<file path="src/design/scp_pkg.sv">
/*
  Shared constants and types of the serial control port: command codes,
  field positions, phase encoding and the packed state of both modules.
  Assumes a single system clock; every pin is synchronised in the top.
*/
package scp_pkg;
  // ---------------------------------------------------------------------
  // sizes
  // ---------------------------------------------------------------------
  localparam int SCP_BYTE_W = 8;
  localparam int SCP_DAC_W = 10;
  localparam int SCP_NUM_DAC = 3;
  localparam int SCP_NUM_ADC = 4;
  localparam int SCP_NUM_IRQ = 8;
  localparam int SCP_DIV_W = 3;
  localparam int SCP_ATT_W = 6;
  localparam logic [2:0] SCP_BIT_LAST = 3'h7;

  // ---------------------------------------------------------------------
  // command codes
  // ---------------------------------------------------------------------
  localparam logic [7:0] SCP_CMD_RESET = 8'h01;
  localparam logic [7:0] SCP_CMD_CLKCTL = 8'hD0;
  localparam logic [7:0] SCP_CMD_IRQRD = 8'hD1;
  localparam logic [7:0] SCP_CMD_ATTEN = 8'hD2;
  localparam logic [7:0] SCP_CMD_DACCTL = 8'hD3;
  localparam logic [7:0] SCP_CMD_DAC1 = 8'hD4;
  localparam logic [7:0] SCP_CMD_DAC3 = 8'hD6;
  localparam logic [7:0] SCP_CMD_ADCCTL = 8'hD7;
  localparam logic [7:0] SCP_CMD_LEVEL1 = 8'hD8;
  localparam logic [7:0] SCP_CMD_ADCRD1 = 8'hDC;
  localparam logic [1:0] SCP_LEN_NONE = 2'h0;
  localparam logic [1:0] SCP_LEN_ONE = 2'h1;
  localparam logic [1:0] SCP_LEN_TWO = 2'h2;

  // ---------------------------------------------------------------------
  // field positions
  // ---------------------------------------------------------------------
  localparam int SCP_WIDE_TOP = 7;   // dac n wide select at bit 7-n
  localparam int SCP_EN_TOP = 3;     // dac n enable at bit 3-n
  localparam int SCP_ADC_ACT_LO = 1; // active inputs at bits 4..1
  localparam int SCP_ADC_ACT_HI = 4;

  // ---------------------------------------------------------------------
  // types
  // ---------------------------------------------------------------------
  typedef enum logic [4:0] {
    SCP_PH_IDLE  = 5'b00001,
    SCP_PH_CMD   = 5'b00010,
    SCP_PH_WDATA = 5'b00100,
    SCP_PH_RDATA = 5'b01000,
    SCP_PH_DONE  = 5'b10000
  } scp_phase_e;

  typedef logic [SCP_NUM_DAC-1:0][SCP_DAC_W-1:0] scp_dac_t;
  typedef logic [SCP_NUM_ADC-1:0][SCP_DAC_W-1:0] scp_adc_t;
  typedef logic [SCP_NUM_ADC-1:0][SCP_BYTE_W-1:0] scp_level_t;

  typedef struct packed {
    logic [SCP_DIV_W-1:0] adc_div;
    logic [SCP_ATT_W-1:0] attenuator_one;
    logic [SCP_ATT_W-1:0] attenuator_two;
    logic [SCP_BYTE_W-1:0] dac_ctrl;
    logic [SCP_BYTE_W-1:0] adc_ctrl;
  } scp_cfg_s;

  typedef struct packed {
    logic sclk_s1, sclk_s2, sclk_prev;
    logic mosi_s1, mosi_s2;
    logic cs_s1, cs_s2;
    scp_phase_e phase;
    logic [2:0] bit_cnt;
    logic byte_idx;
    logic [1:0] nbytes;
    logic [SCP_BYTE_W-1:0] rx, cmd, hold, tx, tx2;
    logic reply, reply_oe_n, irq_oe_n;
    scp_cfg_s cfg;
    scp_dac_t dac_code;
    scp_level_t level_upper, level_lower;
    logic [SCP_NUM_IRQ-1:0] irq_flags;
  } scp_state_s;

  typedef struct packed {
    logic [SCP_DIV_W-1:0] cnt;
    logic tick;
  } scp_div_s;

  localparam scp_cfg_s SCP_CFG_RST = '0;

  // reset image of the port: select idle high, pins released
  function automatic scp_state_s scp_state_rst();
    scp_state_s s;
    s = '0;
    s.sclk_s1 = 1'b1;
    s.sclk_s2 = 1'b1;
    s.sclk_prev = 1'b1;
    s.cs_s1 = 1'b1;
    s.cs_s2 = 1'b1;
    s.phase = SCP_PH_IDLE;
    s.reply_oe_n = 1'b1;
    s.irq_oe_n = 1'b1;
    return s;
  endfunction : scp_state_rst
endpackage : scp_pkg

</file>
<file path="src/design/scp_serial_port.sv">
/*
  Four-wire serial control port with the dac latches, the configuration
  registers and the open-drain interrupt pin.
  Assumes the host clock, data and select arrive asynchronously and are
  slow against clk; comparator events and converter data come from logic
  on clk.
*/
// Notes on behaviour
// - bytes travel msb first, sampled on clock
// - reply bits shift out on host clock
// - reply pin released unless returning data
// - select low starts, high ends or aborts
// - pending interrupt pulls the request low
// - interrupt pin is open drain
// - flags record events; only enabled ones interrupt
// - dacs default to narrow, one byte
// - wide dacs take two data bytes
// - command then data latches the dac code
// - disabled dac output left undriven
// - dac code is unsigned, n bits wide
// - everything configured only through serial port
// - conversion clock from programmable divider
// - two attenuators set independently
// - one command byte, then none, one or two
// - second dac byte only when wide
`timescale 1ns/1ps
module scp_serial_port (
  input wire logic clk,
  input wire logic sys_rst,
  input wire logic ce,
  input wire logic sclk_pin,
  input wire logic cmd_pin,
  input wire logic cs_n_pin,
  output logic reply_data,
  output logic reply_oe_n,
  output logic irq_data,
  output logic irq_oe_n,
  input wire logic [scp_pkg::SCP_NUM_IRQ-1:0] irq_events,
  input wire scp_pkg::scp_adc_t adc_data,
  output scp_pkg::scp_cfg_s cfg,
  output scp_pkg::scp_dac_t dac_code,
  output logic [scp_pkg::SCP_NUM_DAC-1:0] dac_wide_select,
  output logic [scp_pkg::SCP_NUM_DAC-1:0] dac_drive_en,
  output scp_pkg::scp_level_t level_upper,
  output scp_pkg::scp_level_t level_lower,
  output logic adc_tick
);
  import scp_pkg::*;

  scp_state_s st, next_st;
  logic rise, fall, byte_last;
  logic [SCP_BYTE_W-1:0] rx_byte;
  logic [SCP_NUM_IRQ-1:0] irq_en, next_irq_en, flag_clr;
  logic [SCP_BYTE_W-1:0] w1, w2;
  logic [1:0] idx;

  // ---------------------------------------------------------------------
  // helpers
  // ---------------------------------------------------------------------
  function automatic logic is_dac(input logic [7:0] c);
    return c >= SCP_CMD_DAC1 && c <= SCP_CMD_DAC3;
  endfunction : is_dac

  function automatic logic is_level(input logic [7:0] c);
    return c[7:2] == SCP_CMD_LEVEL1[7:2];
  endfunction : is_level

  function automatic logic is_read(input logic [7:0] c);
    return c == SCP_CMD_IRQRD || c[7:2] == SCP_CMD_ADCRD1[7:2];
  endfunction : is_read

  // data bytes that follow a command; unknown codes take none
  function automatic logic [1:0] need_bytes(input logic [7:0] c,
                                            input logic [7:0] ctrl);
    logic [1:0] i;
    i = 2'(c - SCP_CMD_DAC1);
    if (is_dac(c)) begin
      return ctrl[SCP_WIDE_TOP-i] ? SCP_LEN_TWO : SCP_LEN_ONE;
    end else if (c == SCP_CMD_CLKCTL || c == SCP_CMD_DACCTL ||
                 c == SCP_CMD_ADCCTL || c == SCP_CMD_IRQRD) begin
      return SCP_LEN_ONE;
    end else if (c == SCP_CMD_ATTEN || is_level(c) ||
                 c[7:2] == SCP_CMD_ADCRD1[7:2]) begin
      return SCP_LEN_TWO;
    end
    return SCP_LEN_NONE;
  endfunction : need_bytes

  // edges of the synchronised host clock; the first stage only feeds the second
  assign rise = st.sclk_s2 & ~st.sclk_prev;
  assign fall = ~st.sclk_s2 & st.sclk_prev;
  assign byte_last = st.bit_cnt == SCP_BIT_LAST;
  assign rx_byte = {st.rx[SCP_BYTE_W-2:0], st.mosi_s2};

  // ---------------------------------------------------------------------
  // interrupt enables: a zero reference level disables its flag
  // ---------------------------------------------------------------------
  genvar g;
  generate
    for (g = 0; g < SCP_NUM_ADC; g++) begin : g_irq_en
      assign irq_en[2*g] = |st.level_lower[g];
      assign irq_en[2*g+1] = |st.level_upper[g];
      assign next_irq_en[2*g] = |next_st.level_lower[g];
      assign next_irq_en[2*g+1] = |next_st.level_upper[g];
    end
    for (g = 0; g < SCP_NUM_DAC; g++) begin : g_dac_bits
      assign dac_wide_select[g] = st.cfg.dac_ctrl[SCP_WIDE_TOP-g];
      // low drive enable leaves the channel open circuit
      assign dac_drive_en[g] = st.cfg.dac_ctrl[SCP_EN_TOP-g];
    end
  endgenerate

  // write data of the current byte: two-byte writes use the held first
  assign w1 = st.byte_idx ? st.hold : rx_byte;
  assign w2 = rx_byte;
  assign idx = st.cmd[1:0];

  // ---------------------------------------------------------------------
  // transfer sequencer and register writes
  // ---------------------------------------------------------------------
  always_comb begin
    next_st = st;
    flag_clr = '0;
    next_st.sclk_s1 = sclk_pin;
    next_st.sclk_s2 = st.sclk_s1;
    next_st.sclk_prev = st.sclk_s2;
    next_st.mosi_s1 = cmd_pin;
    next_st.mosi_s2 = st.mosi_s1;
    next_st.cs_s1 = cs_n_pin;
    next_st.cs_s2 = st.cs_s1;
    if (st.cs_s2) begin
      // select high ends or aborts; partial bytes are simply dropped
      next_st.phase = SCP_PH_IDLE;
      next_st.bit_cnt = '0;
      next_st.byte_idx = 1'b0;
      next_st.reply_oe_n = 1'b1;
    end else begin
      case (st.phase)
        SCP_PH_IDLE: begin
          next_st.phase = SCP_PH_CMD;
        end
        SCP_PH_CMD: begin
          if (rise) begin
            next_st.rx = rx_byte;
            next_st.bit_cnt = st.bit_cnt + 1'b1;
            if (byte_last) begin
              next_st.cmd = rx_byte;
              next_st.nbytes = need_bytes(rx_byte, st.cfg.dac_ctrl);
              next_st.byte_idx = 1'b0;
              if (rx_byte == SCP_CMD_RESET) begin
                // levels and interrupt flags are kept; config and dac codes return to default
                next_st.cfg = SCP_CFG_RST;
                next_st.dac_code = '0;
                next_st.phase = SCP_PH_DONE;
              end else if (is_read(rx_byte)) begin
                next_st.phase = SCP_PH_RDATA;
                if (rx_byte == SCP_CMD_IRQRD) begin
                  next_st.tx = st.irq_flags;
                  next_st.tx2 = '0;
                  flag_clr = st.irq_flags;
                end else begin
                  next_st.tx = adc_data[rx_byte[1:0]][SCP_BYTE_W-1:0];
                  next_st.tx2 = SCP_BYTE_W'(
                    adc_data[rx_byte[1:0]][SCP_DAC_W-1:SCP_BYTE_W]);
                end
              end else if (need_bytes(rx_byte, st.cfg.dac_ctrl) !=
                           SCP_LEN_NONE) begin
                next_st.phase = SCP_PH_WDATA;
              end else begin
                next_st.phase = SCP_PH_DONE;
              end
            end
          end
        end
        SCP_PH_WDATA: begin
          if (rise) begin
            next_st.rx = rx_byte;
            next_st.bit_cnt = st.bit_cnt + 1'b1;
            if (byte_last) begin
              next_st.hold = rx_byte;
              if (st.nbytes == SCP_LEN_ONE || st.byte_idx) begin
                next_st.phase = SCP_PH_DONE;
                // latch only once every expected byte is in
                if (st.cmd == SCP_CMD_CLKCTL) begin
                  next_st.cfg.adc_div = w1[SCP_DIV_W-1:0];
                end
                if (st.cmd == SCP_CMD_ATTEN) begin
                  next_st.cfg.attenuator_one = w1[SCP_ATT_W-1:0];
                  next_st.cfg.attenuator_two = w2[SCP_ATT_W-1:0];
                end
                if (st.cmd == SCP_CMD_DACCTL) begin
                  next_st.cfg.dac_ctrl = w1;
                end
                if (st.cmd == SCP_CMD_ADCCTL) begin
                  next_st.cfg.adc_ctrl = w1;
                end
                if (is_dac(st.cmd)) begin
                  // unsigned code; narrow mode leaves top bits zero
                  next_st.dac_code[2'(st.cmd - SCP_CMD_DAC1)] =
                    st.nbytes == SCP_LEN_TWO ?
                    {w2[SCP_DAC_W-SCP_BYTE_W-1:0], w1} :
                    SCP_DAC_W'(w1);
                end
                if (is_level(st.cmd)) begin
                  next_st.level_upper[idx] = w1;
                  next_st.level_lower[idx] = w2;
                end
              end else begin
                next_st.byte_idx = 1'b1;
              end
            end
          end
        end
        SCP_PH_RDATA: begin
          if (fall) begin
            next_st.reply = st.tx[SCP_BYTE_W-1];
            next_st.tx = {st.tx[SCP_BYTE_W-2:0], 1'b0};
            next_st.reply_oe_n = 1'b0;
          end
          if (rise) begin
            next_st.bit_cnt = st.bit_cnt + 1'b1;
            if (byte_last) begin
              if (st.nbytes == SCP_LEN_TWO && !st.byte_idx) begin
                next_st.byte_idx = 1'b1;
                next_st.tx = st.tx2;
              end else begin
                next_st.phase = SCP_PH_DONE;
                next_st.reply_oe_n = 1'b1;
              end
            end
          end
        end
        SCP_PH_DONE: begin
          next_st.phase = SCP_PH_DONE;
        end
        default: begin
          next_st.phase = SCP_PH_IDLE;
        end
      endcase
    end
    // a new event beats the clear by a flag read
    next_st.irq_flags = (st.irq_flags & ~flag_clr) | irq_events;
    next_st.irq_oe_n = ~|(next_st.irq_flags & next_irq_en);
  end

  // ---------------------------------------------------------------------
  // state register
  // ---------------------------------------------------------------------
  always_ff @(posedge clk) begin
    if (sys_rst) begin
      st <= scp_state_rst();
    end else if (ce) begin
      st <= next_st;
    end
  end

  // conversion clock; runs only while some input is active
  scp_clk_div #(
    .W(SCP_DIV_W)
  ) u_div (
    .clk(clk),
    .sys_rst(sys_rst),
    .ce(ce),
    .enable(|st.cfg.adc_ctrl[SCP_ADC_ACT_HI:SCP_ADC_ACT_LO]),
    .ratio_code(st.cfg.adc_div),
    .tick(adc_tick)
  );

  // output data of the open-drain pin is always low; only oe moves
  assign irq_data = 1'b0;
  assign irq_oe_n = st.irq_oe_n;
  assign reply_data = st.reply;
  assign reply_oe_n = st.reply_oe_n;
  assign cfg = st.cfg;
  assign dac_code = st.dac_code;
  assign level_upper = st.level_upper;
  assign level_lower = st.level_lower;
endmodule : scp_serial_port

</file>
<file path="src/design/scp_clk_div.sv">
/*
  Programmable divider that makes the conversion clock enable from the
  system clock, which stands for the crystal or external clock input.
  Assumes ratio_code changes only while the converter is idle.
*/
`timescale 1ns/1ps
module scp_clk_div #(
  parameter int W = scp_pkg::SCP_DIV_W
) (
  input wire logic clk,
  input wire logic sys_rst,
  input wire logic ce,
  input wire logic enable,
  input wire logic [W-1:0] ratio_code,
  output logic tick
);
  import scp_pkg::*;

  scp_div_s st, next_st;

  // ---------------------------------------------------------------------
  // divide by ratio_code + 1
  // ---------------------------------------------------------------------
  always_comb begin
    next_st = st;
    next_st.tick = 1'b0;
    if (!enable) begin
      next_st.cnt = '0;
    end else if (st.cnt >= ratio_code) begin
      next_st.cnt = '0;
      next_st.tick = 1'b1;
    end else begin
      next_st.cnt = st.cnt + 1'b1;
    end
  end

  // state register, frozen while ce is low
  always_ff @(posedge clk) begin
    if (sys_rst) begin
      st <= '0;
    end else if (ce) begin
      st <= next_st;
    end
  end

  assign tick = st.tick;
endmodule : scp_clk_div

</file>
<file path="config.mk">
export PLATFORM = sky130hd
export DESIGN_NAME = scp_serial_port
export DESIGN_NICKNAME = d
export VERILOG_FILES = /design/src/design/scp_pkg.sv /design/src/design/scp_serial_port.sv /design/src/design/scp_clk_div.sv
export SDC_FILE = /design/constraint.sdc
export NUM_CORES = 1
export LEC_CHECK = 0
export ABC_CLOCK_PERIOD_IN_PS = 3420
export CORE_ASPECT_RATIO = 0.6
export CORE_MARGIN = 5
export CORE_UTILIZATION = 40
export CTS_BUF_LIST = sky130_fd_sc_hd__clkbuf_8
export DETAILED_ROUTE_END_ITERATION = 16
export DONT_BUFFER_PORTS = 1
export PLACE_DENSITY = 0.6
export SYNTH_ARGS = -nofsm -noshare
export SYNTH_HDL_FRONTEND = slang
export SYNTH_HIERARCHICAL = 1
export SYNTH_SLANG_ARGS = --single-unit
</file>
<file path="constraint.sdc">
create_clock -name clk -period 3.42 [get_ports clk]
set_input_delay 0.342 -clock clk [delete_from_list [all_inputs] [get_ports clk]]
set_output_delay 0.342 -clock clk [all_outputs]
set_load 0.01 [all_outputs]
</file>
==> flow_summary.yaml, run 1 <==
detailed_routing:
  postRouteAntennaNets: 0
  drt_pass1_iterations: 5
  vias: 7493
  post-route-drc-count: 0
  drt-initial-drc-count: 624
  route.detailed.wl_per_inst_um: 21.65
  wirelength_mm: 29.06
  mean_number_of_vias_per_cell: 5.583
sta:
  finalCritPeriodShare: 0.9471
  final_max_slew_viol_count: 0
  fmaxAchievable_mhz: 308.7
  final.setup.tns_ns: 0
  final_setup_skew_ns: 0.01811
  unrepaired_setup_endpoints_after_global_routing: "no"
  setup_viol: 0
  final_report_hold_violation_count: 0
  slew_headroom: 0.3599
  worst-slew-pin-transition_ns: 0.9537
  fin_ws_ns: 0.1808
  period_minus_slack_ns: 3.239
global_routing:
  grt_max_degree: 177
  grtUsageTotal: 0.2091
  grt_overflow_total: 0
  grt_first_pass_wirelength_mm: 43.93
  grt_most_used_layer: "met2"
  grt_pass1_vias: 6946
  globalRouteMet3Util: 0.08504
  grtUsageMet2: 0.3058
  antenna_found_initial: 1
  groute.layer.met1.usage: 0.2965
synthesis:
  synthesis.area_um2: 9398
  synthXorXnorAreaFrac: 0.001864
  synth_top_area_frac: 0.4069
  synth_async_sr_flop_share: 0
  post_synth_num_cell_types: 61
  synth.area.mux_share: 0.06763
  synth_sequential_area_ratio: 0.4069
  warnings_from_yosys: 6
  synth_area_in_compound_gates: 0.1602
  postSynthAreaPerCell_um2: 8.222
  synth_top_family_by_area: "simple AND/OR/NAND/NOR gates"
  netlist_top_cells_area: "sky130_fd_sc_hd__dfxtp_1 41%, sky130_fd_sc_hd__buf_4 11%, sky130_fd_sc_hd__nand2_1 6.4%"
  number_of_enable_flip_flop_cells_after_synthesis: 0
  synth_area_in_simple_gates: 0.2179
  synth_ff_type: "sky130_fd_sc_hd__dfxtp_1"
  yosys.area.top_type: "sky130_fd_sc_hd__dfxtp_1"
  synth_nets: 1203
  postSynthRegisterBits: 191
  cells_after_synth: 1143
  synth_fa_ha_area_frac: 0.007988
finish:
  area.growth.synth_to_final_pct: 0.5192
  design.final.nets: 1074
  drive_gt1_frac: 0.1120
  layout.cells.most_common_list: "190 x sky130_fd_sc_hd__dfxtp_1, 159 x sky130_fd_sc_hd__nand2_1, 140 x sky130_fd_sc_hd__nor2_1"
  final_common_cell: "sky130_fd_sc_hd__dfxtp_1"
  filler_free_cell_count_of_the_finished_design: 1342
  ant_diodes: 0
placed_design:
  post-dp-hpwl_mm: 20.07
  dp_cells: 1292
  gp_routability_congestion: 0.8991
  place.port_buffers: 0
  place_ws_ns: 0.3493
clock_tree:
  ctsLongestPathBuffers: 2
  cts_made_buffers: 17
  tritoncts_clock_tree: "yes"
  htreeDepth: 4
  clock_sinks: 191
  clkSlewWorstSetupHoldPaths_ns: 0.11
  root_buffer: "sky130_fd_sc_hd__clkbuf_8"
  clk-insertion-delay-late_ns: 0.48
die:
  initial_core_util: 0.4062
  die_h_um: 128.7
  fp.dieArea_um2: 26760
  row_count: 43
  area_of_the_core_region_um2: 23130
  floorplan.die.width_um: 207.9
  design.portCount: 190
outcome:
  run_status: "finished, final reports clean"
worst_setup_path:
  timing.reg2reg.worst_path_depth: 8
  arrival_ns: 3.68
  reg2reg_slack_ns: 0.18
  crit-reg2reg-launch: "st[185]$_SDFFE_PP0P_"
  cp_max_fo: 8
  worst_ep_required_time_ns: 3.86
  setup.worst_path.class: "flip-flop to flip-flop"
  worstSetupStartpointType: "flip-flop"
  crit_path_end_kind: "flip-flop"
  crit-reg2reg-capture: "dac_code[13]$_SDFFE_PP0P_"
hold_path:
  timing.hold.worst.start: "irq_events[0]"
  holdCritPathClass: "primary input to flip-flop"
  hold-path-cell-count: 2
  min_to: "st[0]$_SDFFE_PP0P_"
power_and_ir_drop:
  power_density_nw_per_um2: 420.7
  total_leakage_power_uw: 0.003244
  peakVddDrop_v: 0.0002225
job:
  maxCapViolations: 0
## cell usage after synthesis, drive strengths merged, types with 2 or more instances
cell / instances
dfxtp: 191
nand2: 159
buf: 145
nor2: 143
a21oi: 106
clkbuf: 55
a211oi: 39
a22oi: 38
mux2i: 32
o21ai: 29
nand3: 27
nor4: 27
nor3: 20
nor2b: 16
nand2b: 13
mux4: 10
inv: 8
mux2: 8
or2: 7
or4: 7
ha: 6
a211o: 5
nand3b: 5
and2: 4
or3: 4
nand4: 3
o211ai: 3
a31oi: 2
nand4b: 2
nor4b: 2
o2111ai: 2
o21a: 2
o221a: 2
o31ai: 2
or4b: 2
xor2: 2
## power breakdown
part / internal, µW / total [µW] / switching, µW
Sequential: 2240 / 2250 / 14.7
Combinational: 50.7 / 133 / 82.6
Clock: 707 / 1590 / 883
## cells by family after synthesis
family | Yosys count
compound gates | 238
xor+xnor | 2
fa+ha+maj | 6
buf+inv | 208
flops | 191
mux | 50
other cells | 1
simple gates | 447
## worst max-delay path: stages, from the launching register on
cell	delay, ns
sky130_fd_sc_hd__dfxtp_1	0.40
sky130_fd_sc_hd__or4b_4	0.58
sky130_fd_sc_hd__or4_4	0.58
sky130_fd_sc_hd__a221oi_4	0.39
sky130_fd_sc_hd__o2111ai_4	0.23
sky130_fd_sc_hd__nor2_4	0.24
sky130_fd_sc_hd__a22oi_1	0.09
sky130_fd_sc_hd__nor2_1	0.12
sky130_fd_sc_hd__dlygate4sd3_1	0.56
## routing by layer
layer  wire length [µm]  share of wire
met1              13630           0.47
met2              12190           0.42
met3               3029           0.10
met4                195         0.0067
met5                 13        0.00045
## area by class of cell
type	instances	area (µm²)
Clock buffer	19	261.5
Clock inverter	13	150.1
Fill cell	2364	13690
Inverter	8	30.03
Multi-Input combinational cell	744	4343
Sequential cell	191	3825
Tap cell	315	394.1
Timing Repair Buffer	52	442.9
## state kept, by name, summed over array words and instances (netlist names), 2 cells and up
register and cells:
st 45, level_lower 32, level_upper 32, cfg 31
dac_code 30, rx_byte 8, next_st 4, u_div/st 3
idx 2
## per-stage QoR
step	total power [µW]	instance area, µm²	utilization	hold WS (ns)
floorplan	2397	9398	-	0.4111
global placement	2389	8801	0.3804	0.4327
detailed placement	2390	8801	0.3804	0.4357
CTS	4009	9370	0.4050	0.002336
global route	4114	9447	0.4083	0.002922
finish	3974	9447	0.4083	0.03538
## timing repair
action                     CTS  global route
hold buffers                14             0
hold endpoints to repair   185             0
setup endpoints to repair    0             6
buffers inserted             0             4
resized for setup            0            11
## worst max-delay path by stage
stage	start	slack (ns)	endpoint	cells after the start
6_report	st[185]$_SDFFE_PP0P_	0.18	dac_code[13]$_SDFFE_PP0P_	8
5_1_grt	st[185]$_SDFFE_PP0P_	0.02	dac_code[13]$_SDFFE_PP0P_	8
4_1_cts	st[183]$_SDFFE_PP0P_	0.03	dac_code[1]$_SDFFE_PP0P_	8
3_3_place_gp	st[185]$_SDFFE_PP0P_	0.36	irq_oe_n$_SDFFE_PP1P_	7
2_1_floorplan	st[185]$_SDFFE_PP0P_	0.84	st[0]$_SDFFE_PP0P_	9
3_5_place_dp	st[185]$_SDFFE_PP0P_	0.35	irq_oe_n$_SDFFE_PP1P_	7
(Power assumes the default switching activity.)
==> run 2: changes to the inputs <==
--- a/config.mk
+++ b/config.mk
@@ -5,6 +5,7 @@
 export SDC_FILE = /design/constraint.sdc
 export NUM_CORES = 1
 export LEC_CHECK = 0
+export ABC_AREA = 1
 export ABC_CLOCK_PERIOD_IN_PS = 3420
 export CORE_ASPECT_RATIO = 0.6
 export CORE_MARGIN = 5
@@ -12,6 +13,7 @@
 export CTS_BUF_LIST = sky130_fd_sc_hd__clkbuf_8
 export DETAILED_ROUTE_END_ITERATION = 16
 export DONT_BUFFER_PORTS = 1
+export MAX_ROUTING_LAYER = met4
 export PLACE_DENSITY = 0.6
 export SYNTH_ARGS = -nofsm -noshare
 export SYNTH_HDL_FRONTEND = slang
==> run 2 against run 1 <==
Net effect:
- routed wire length grew 14%
- die area grew 14%
- register-to-register slack gained 0.40 ns
- clock skew shrank 0.0025 ns
- fmax grew 14%
- non-clock buffer count shrank 26
- utilization shrank 0.99 points
- first-iteration DRC count grew 37%
- sequential cell count is the same
- combinational power grew to 3.2 times the previous value
- synthesized area grew 15%
==> flow_summary.yaml, run 2 <==
synthesis:
  synth_ff_type: "sky130_fd_sc_hd__dfxtp_1"
  synthesis.area_um2: 10850
  netlist_top_cells_area: "sky130_fd_sc_hd__dfxtp_1 35%, sky130_fd_sc_hd__nand2_1 12%, sky130_fd_sc_hd__buf_4 9.5%"
  number_of_enable_flip_flop_cells_after_synthesis: 0
  synth_top_area_frac: 0.3523
  synth_async_sr_flop_share: 0
  warnings_from_yosys: 6
  synth_sequential_area_ratio: 0.3523
  post-synth-top-count-cell: "sky130_fd_sc_hd__nand2_1"
  synth_nets: 1620
  postSynthRegisterBits: 191
  post_synth_num_cell_types: 45
  yosys-top-cells-count: "336 x sky130_fd_sc_hd__nand2_1, 209 x sky130_fd_sc_hd__inv_1, 191 x sky130_fd_sc_hd__dfxtp_1"
  yosys.area.top_type: "sky130_fd_sc_hd__dfxtp_1"
  cells_after_synth: 1560
  postSynthAreaPerCell_um2: 6.957
die:
  row_count: 46
  initial_core_util: 0.4081
  area_of_the_core_region_um2: 26590
  design.portCount: 190
  floorplan.die.width_um: 222.7
  die_h_um: 137.6
  fp.dieArea_um2: 30630
detailed_routing:
  mean_number_of_vias_per_cell: 5.269
  wirelength_mm: 33.12
  vias: 9332
  drt_pass1_iterations: 5
  route.detailed.wl_per_inst_um: 18.70
  postRouteAntennaNets: 0
  drt-initial-drc-count: 854
  post-route-drc-count: 0
sta:
  finalCritPeriodShare: 0.8288
  final_setup_skew_ns: 0.01561
  unrepaired_setup_endpoints_after_global_routing: "no"
  final_max_slew_viol_count: 0
  worst-slew-pin-transition_ns: 1.169
  setup_viol: 0
  final_report_hold_violation_count: 0
  slew_headroom: 0.2184
  final.setup.tns_ns: 0
  fmaxAchievable_mhz: 352.8
  timing.hold.ws_ns: 0.06651
  period_minus_slack_ns: 2.834
worst_setup_path:
  crit_path_end_kind: "flip-flop"
  worst_ep_required_time_ns: 3.88
  reg2reg_slack_ns: 0.59
  crit-reg2reg-launch: "st[179]$_SDFFE_PP0P_"
  arrival_ns: 3.30
  worstSetupStartpointType: "flip-flop"
  setup.worst_path.class: "flip-flop to flip-flop"
  crit-reg2reg-capture: "irq_oe_n$_SDFFE_PP1P_"
  cp_max_fo: 34
  timing.reg2reg.worst_path_depth: 17
hold_path:
  holdCritPathClass: "primary input to flip-flop"
  timing.hold.worst.start: "ce"
  hold-path-cell-count: 3
  min_to: "level_upper[1]$_SDFFE_PP0P_"
clock_tree:
  clkSlewWorstSetupHoldPaths_ns: 0.12
  clock_sinks: 191
  tritoncts_clock_tree: "yes"
  cts_setup_buffers: 0
  clk-insertion-delay-late_ns: 0.51
  post_cts.resized_instances: 0
  ctsLongestPathBuffers: 2
  root_buffer: "sky130_fd_sc_hd__clkbuf_8"
  cts_made_buffers: 17
  htreeDepth: 4
power_and_ir_drop:
  total_leakage_power_uw: 0.004854
  peakVddDrop_v: 0.0001964
  power_density_nw_per_um2: 410.2
finish:
  layout.filler_cells: 2833
  layout.cells.most_common_list: "336 x sky130_fd_sc_hd__nand2_1, 208 x sky130_fd_sc_hd__inv_1, 191 x sky130_fd_sc_hd__dfxtp_1"
  largest_reg_flops: 45
  top_register: "st"
  design.final.nets: 1456
  final_common_cell: "sky130_fd_sc_hd__nand2_1"
  area.growth.synth_to_final_pct: -2.387
  drive_gt1_frac: 0.08162
placed_design:
  post-dp-hpwl_mm: 23.48
  gp_routability_congestion: 0.9110
  place.port_buffers: 0
global_routing:
  grt_max_degree: 115
  grt_pass1_vias: 8439
  antenna_found_initial: 2
  grtUsageTotal: 0.2200
  grt_first_pass_wirelength_mm: 50.58
  grt_overflow_total: 0
outcome:
  run_status: "finished, final reports clean"
job:
  maxCapViolations: 0
==> run 2: area by class of cell <==
type / count / area [µm²] / area share
Sequential cell: 191 / 3824 / 0.3609
Inverter: 220 / 825.8 / 0.07795
Timing Repair Buffer: 26 / 245.2 / 0.02315
Clock inverter: 15 / 163.9 / 0.01547
Antenna cell: 2 / 5.005 / 0.0004724
Multi-Input combinational cell: 940 / 4846 / 0.4574
Clock buffer: 17 / 234.0 / 0.02209
Tap cell: 360 / 450.4 / 0.04252
==> run 2: power breakdown <==
| part | switching (µW) | internal (µW) |
|---|---|---|
| logic | 280 | 141 |
| clock network | 979 | 556 |
| registers | 98.7 | 2290 |
==> run 2: worst max-delay path: stages (launching register included) <==
cell and delay (ns):
sky130_fd_sc_hd__dfxtp_1 0.38, sky130_fd_sc_hd__ha_1 0.17, sky130_fd_sc_hd__ha_1 0.18, sky130_fd_sc_hd__inv_1 0.10, sky130_fd_sc_hd__nor2_8 0.16, sky130_fd_sc_hd__nand2_4 0.08
sky130_fd_sc_hd__nor2_8 0.41, sky130_fd_sc_hd__buf_4 0.37, sky130_fd_sc_hd__nand4_1 0.14, sky130_fd_sc_hd__nand2_1 0.13, sky130_fd_sc_hd__nand2_1 0.06, sky130_fd_sc_hd__nor2_1 0.11
sky130_fd_sc_hd__nand2_1 0.10, sky130_fd_sc_hd__nand2_1 0.07, sky130_fd_sc_hd__nand2_1 0.06, sky130_fd_sc_hd__nor2_1 0.14, sky130_fd_sc_hd__nand3_1 0.09, sky130_fd_sc_hd__nand2_1 0.06
==> run 2: kinds of logic (layout without fill, tap and decap cells) <==
kind of cell | Yosys count | after routing | synth area share
simple gates | 570 | 570 | 0.2410
buf+inv | 429 | 278 | 0.2012
compound gates | 363 | 363 | 0.1983
flops | 191 | 191 | 0.3523
fa+ha+maj | 6 | 6 | 0.006917
other cells | 1 | 3 | 0.0003455
==> run 2: what timing repair did <==
action,in CTS,in global routing
endpoints found under the setup margin,0,0
hold buffers,8,0
endpoints found under the hold margin,91,0
==> run 2: metrics by stage <==
step             util  instances  cell area [µm²]  total power, µW  worst slack (ns)
2_1_floorplan       -       1560            10850             2795             1.324
6_report       0.3984       1771            10590             4346            0.5857
3_3_place_gp   0.3796       1729            10090             2818            0.6687
3_5_place_dp   0.3796       1729            10090             2824            0.6281
4_1_cts        0.3982       1769            10590             4389            0.5940
5_1_grt        0.3984       1771            10590             4560            0.2063
==> run 2: layer usage <==
metal  GRT usage  part of all wire
met1      0.3174              0.48
met2      0.2913              0.40
met3     0.08454              0.11
met4     0.04012            0.0084
met5           -                 0
==> run 2: worst max-delay path by stage <==
stage | end | start | slack, ns
floorplan | irq_oe_n$_SDFFE_PP1P_ | st[179]$_SDFFE_PP0P_ | 1.32
global placement | irq_oe_n$_SDFFE_PP1P_ | st[179]$_SDFFE_PP0P_ | 0.67
detailed placement | irq_oe_n$_SDFFE_PP1P_ | st[179]$_SDFFE_PP0P_ | 0.63
CTS | irq_oe_n$_SDFFE_PP1P_ | st[179]$_SDFFE_PP0P_ | 0.59
global route | irq_oe_n$_SDFFE_PP1P_ | st[179]$_SDFFE_PP0P_ | 0.21
finish | irq_oe_n$_SDFFE_PP1P_ | st[179]$_SDFFE_PP0P_ | 0.59
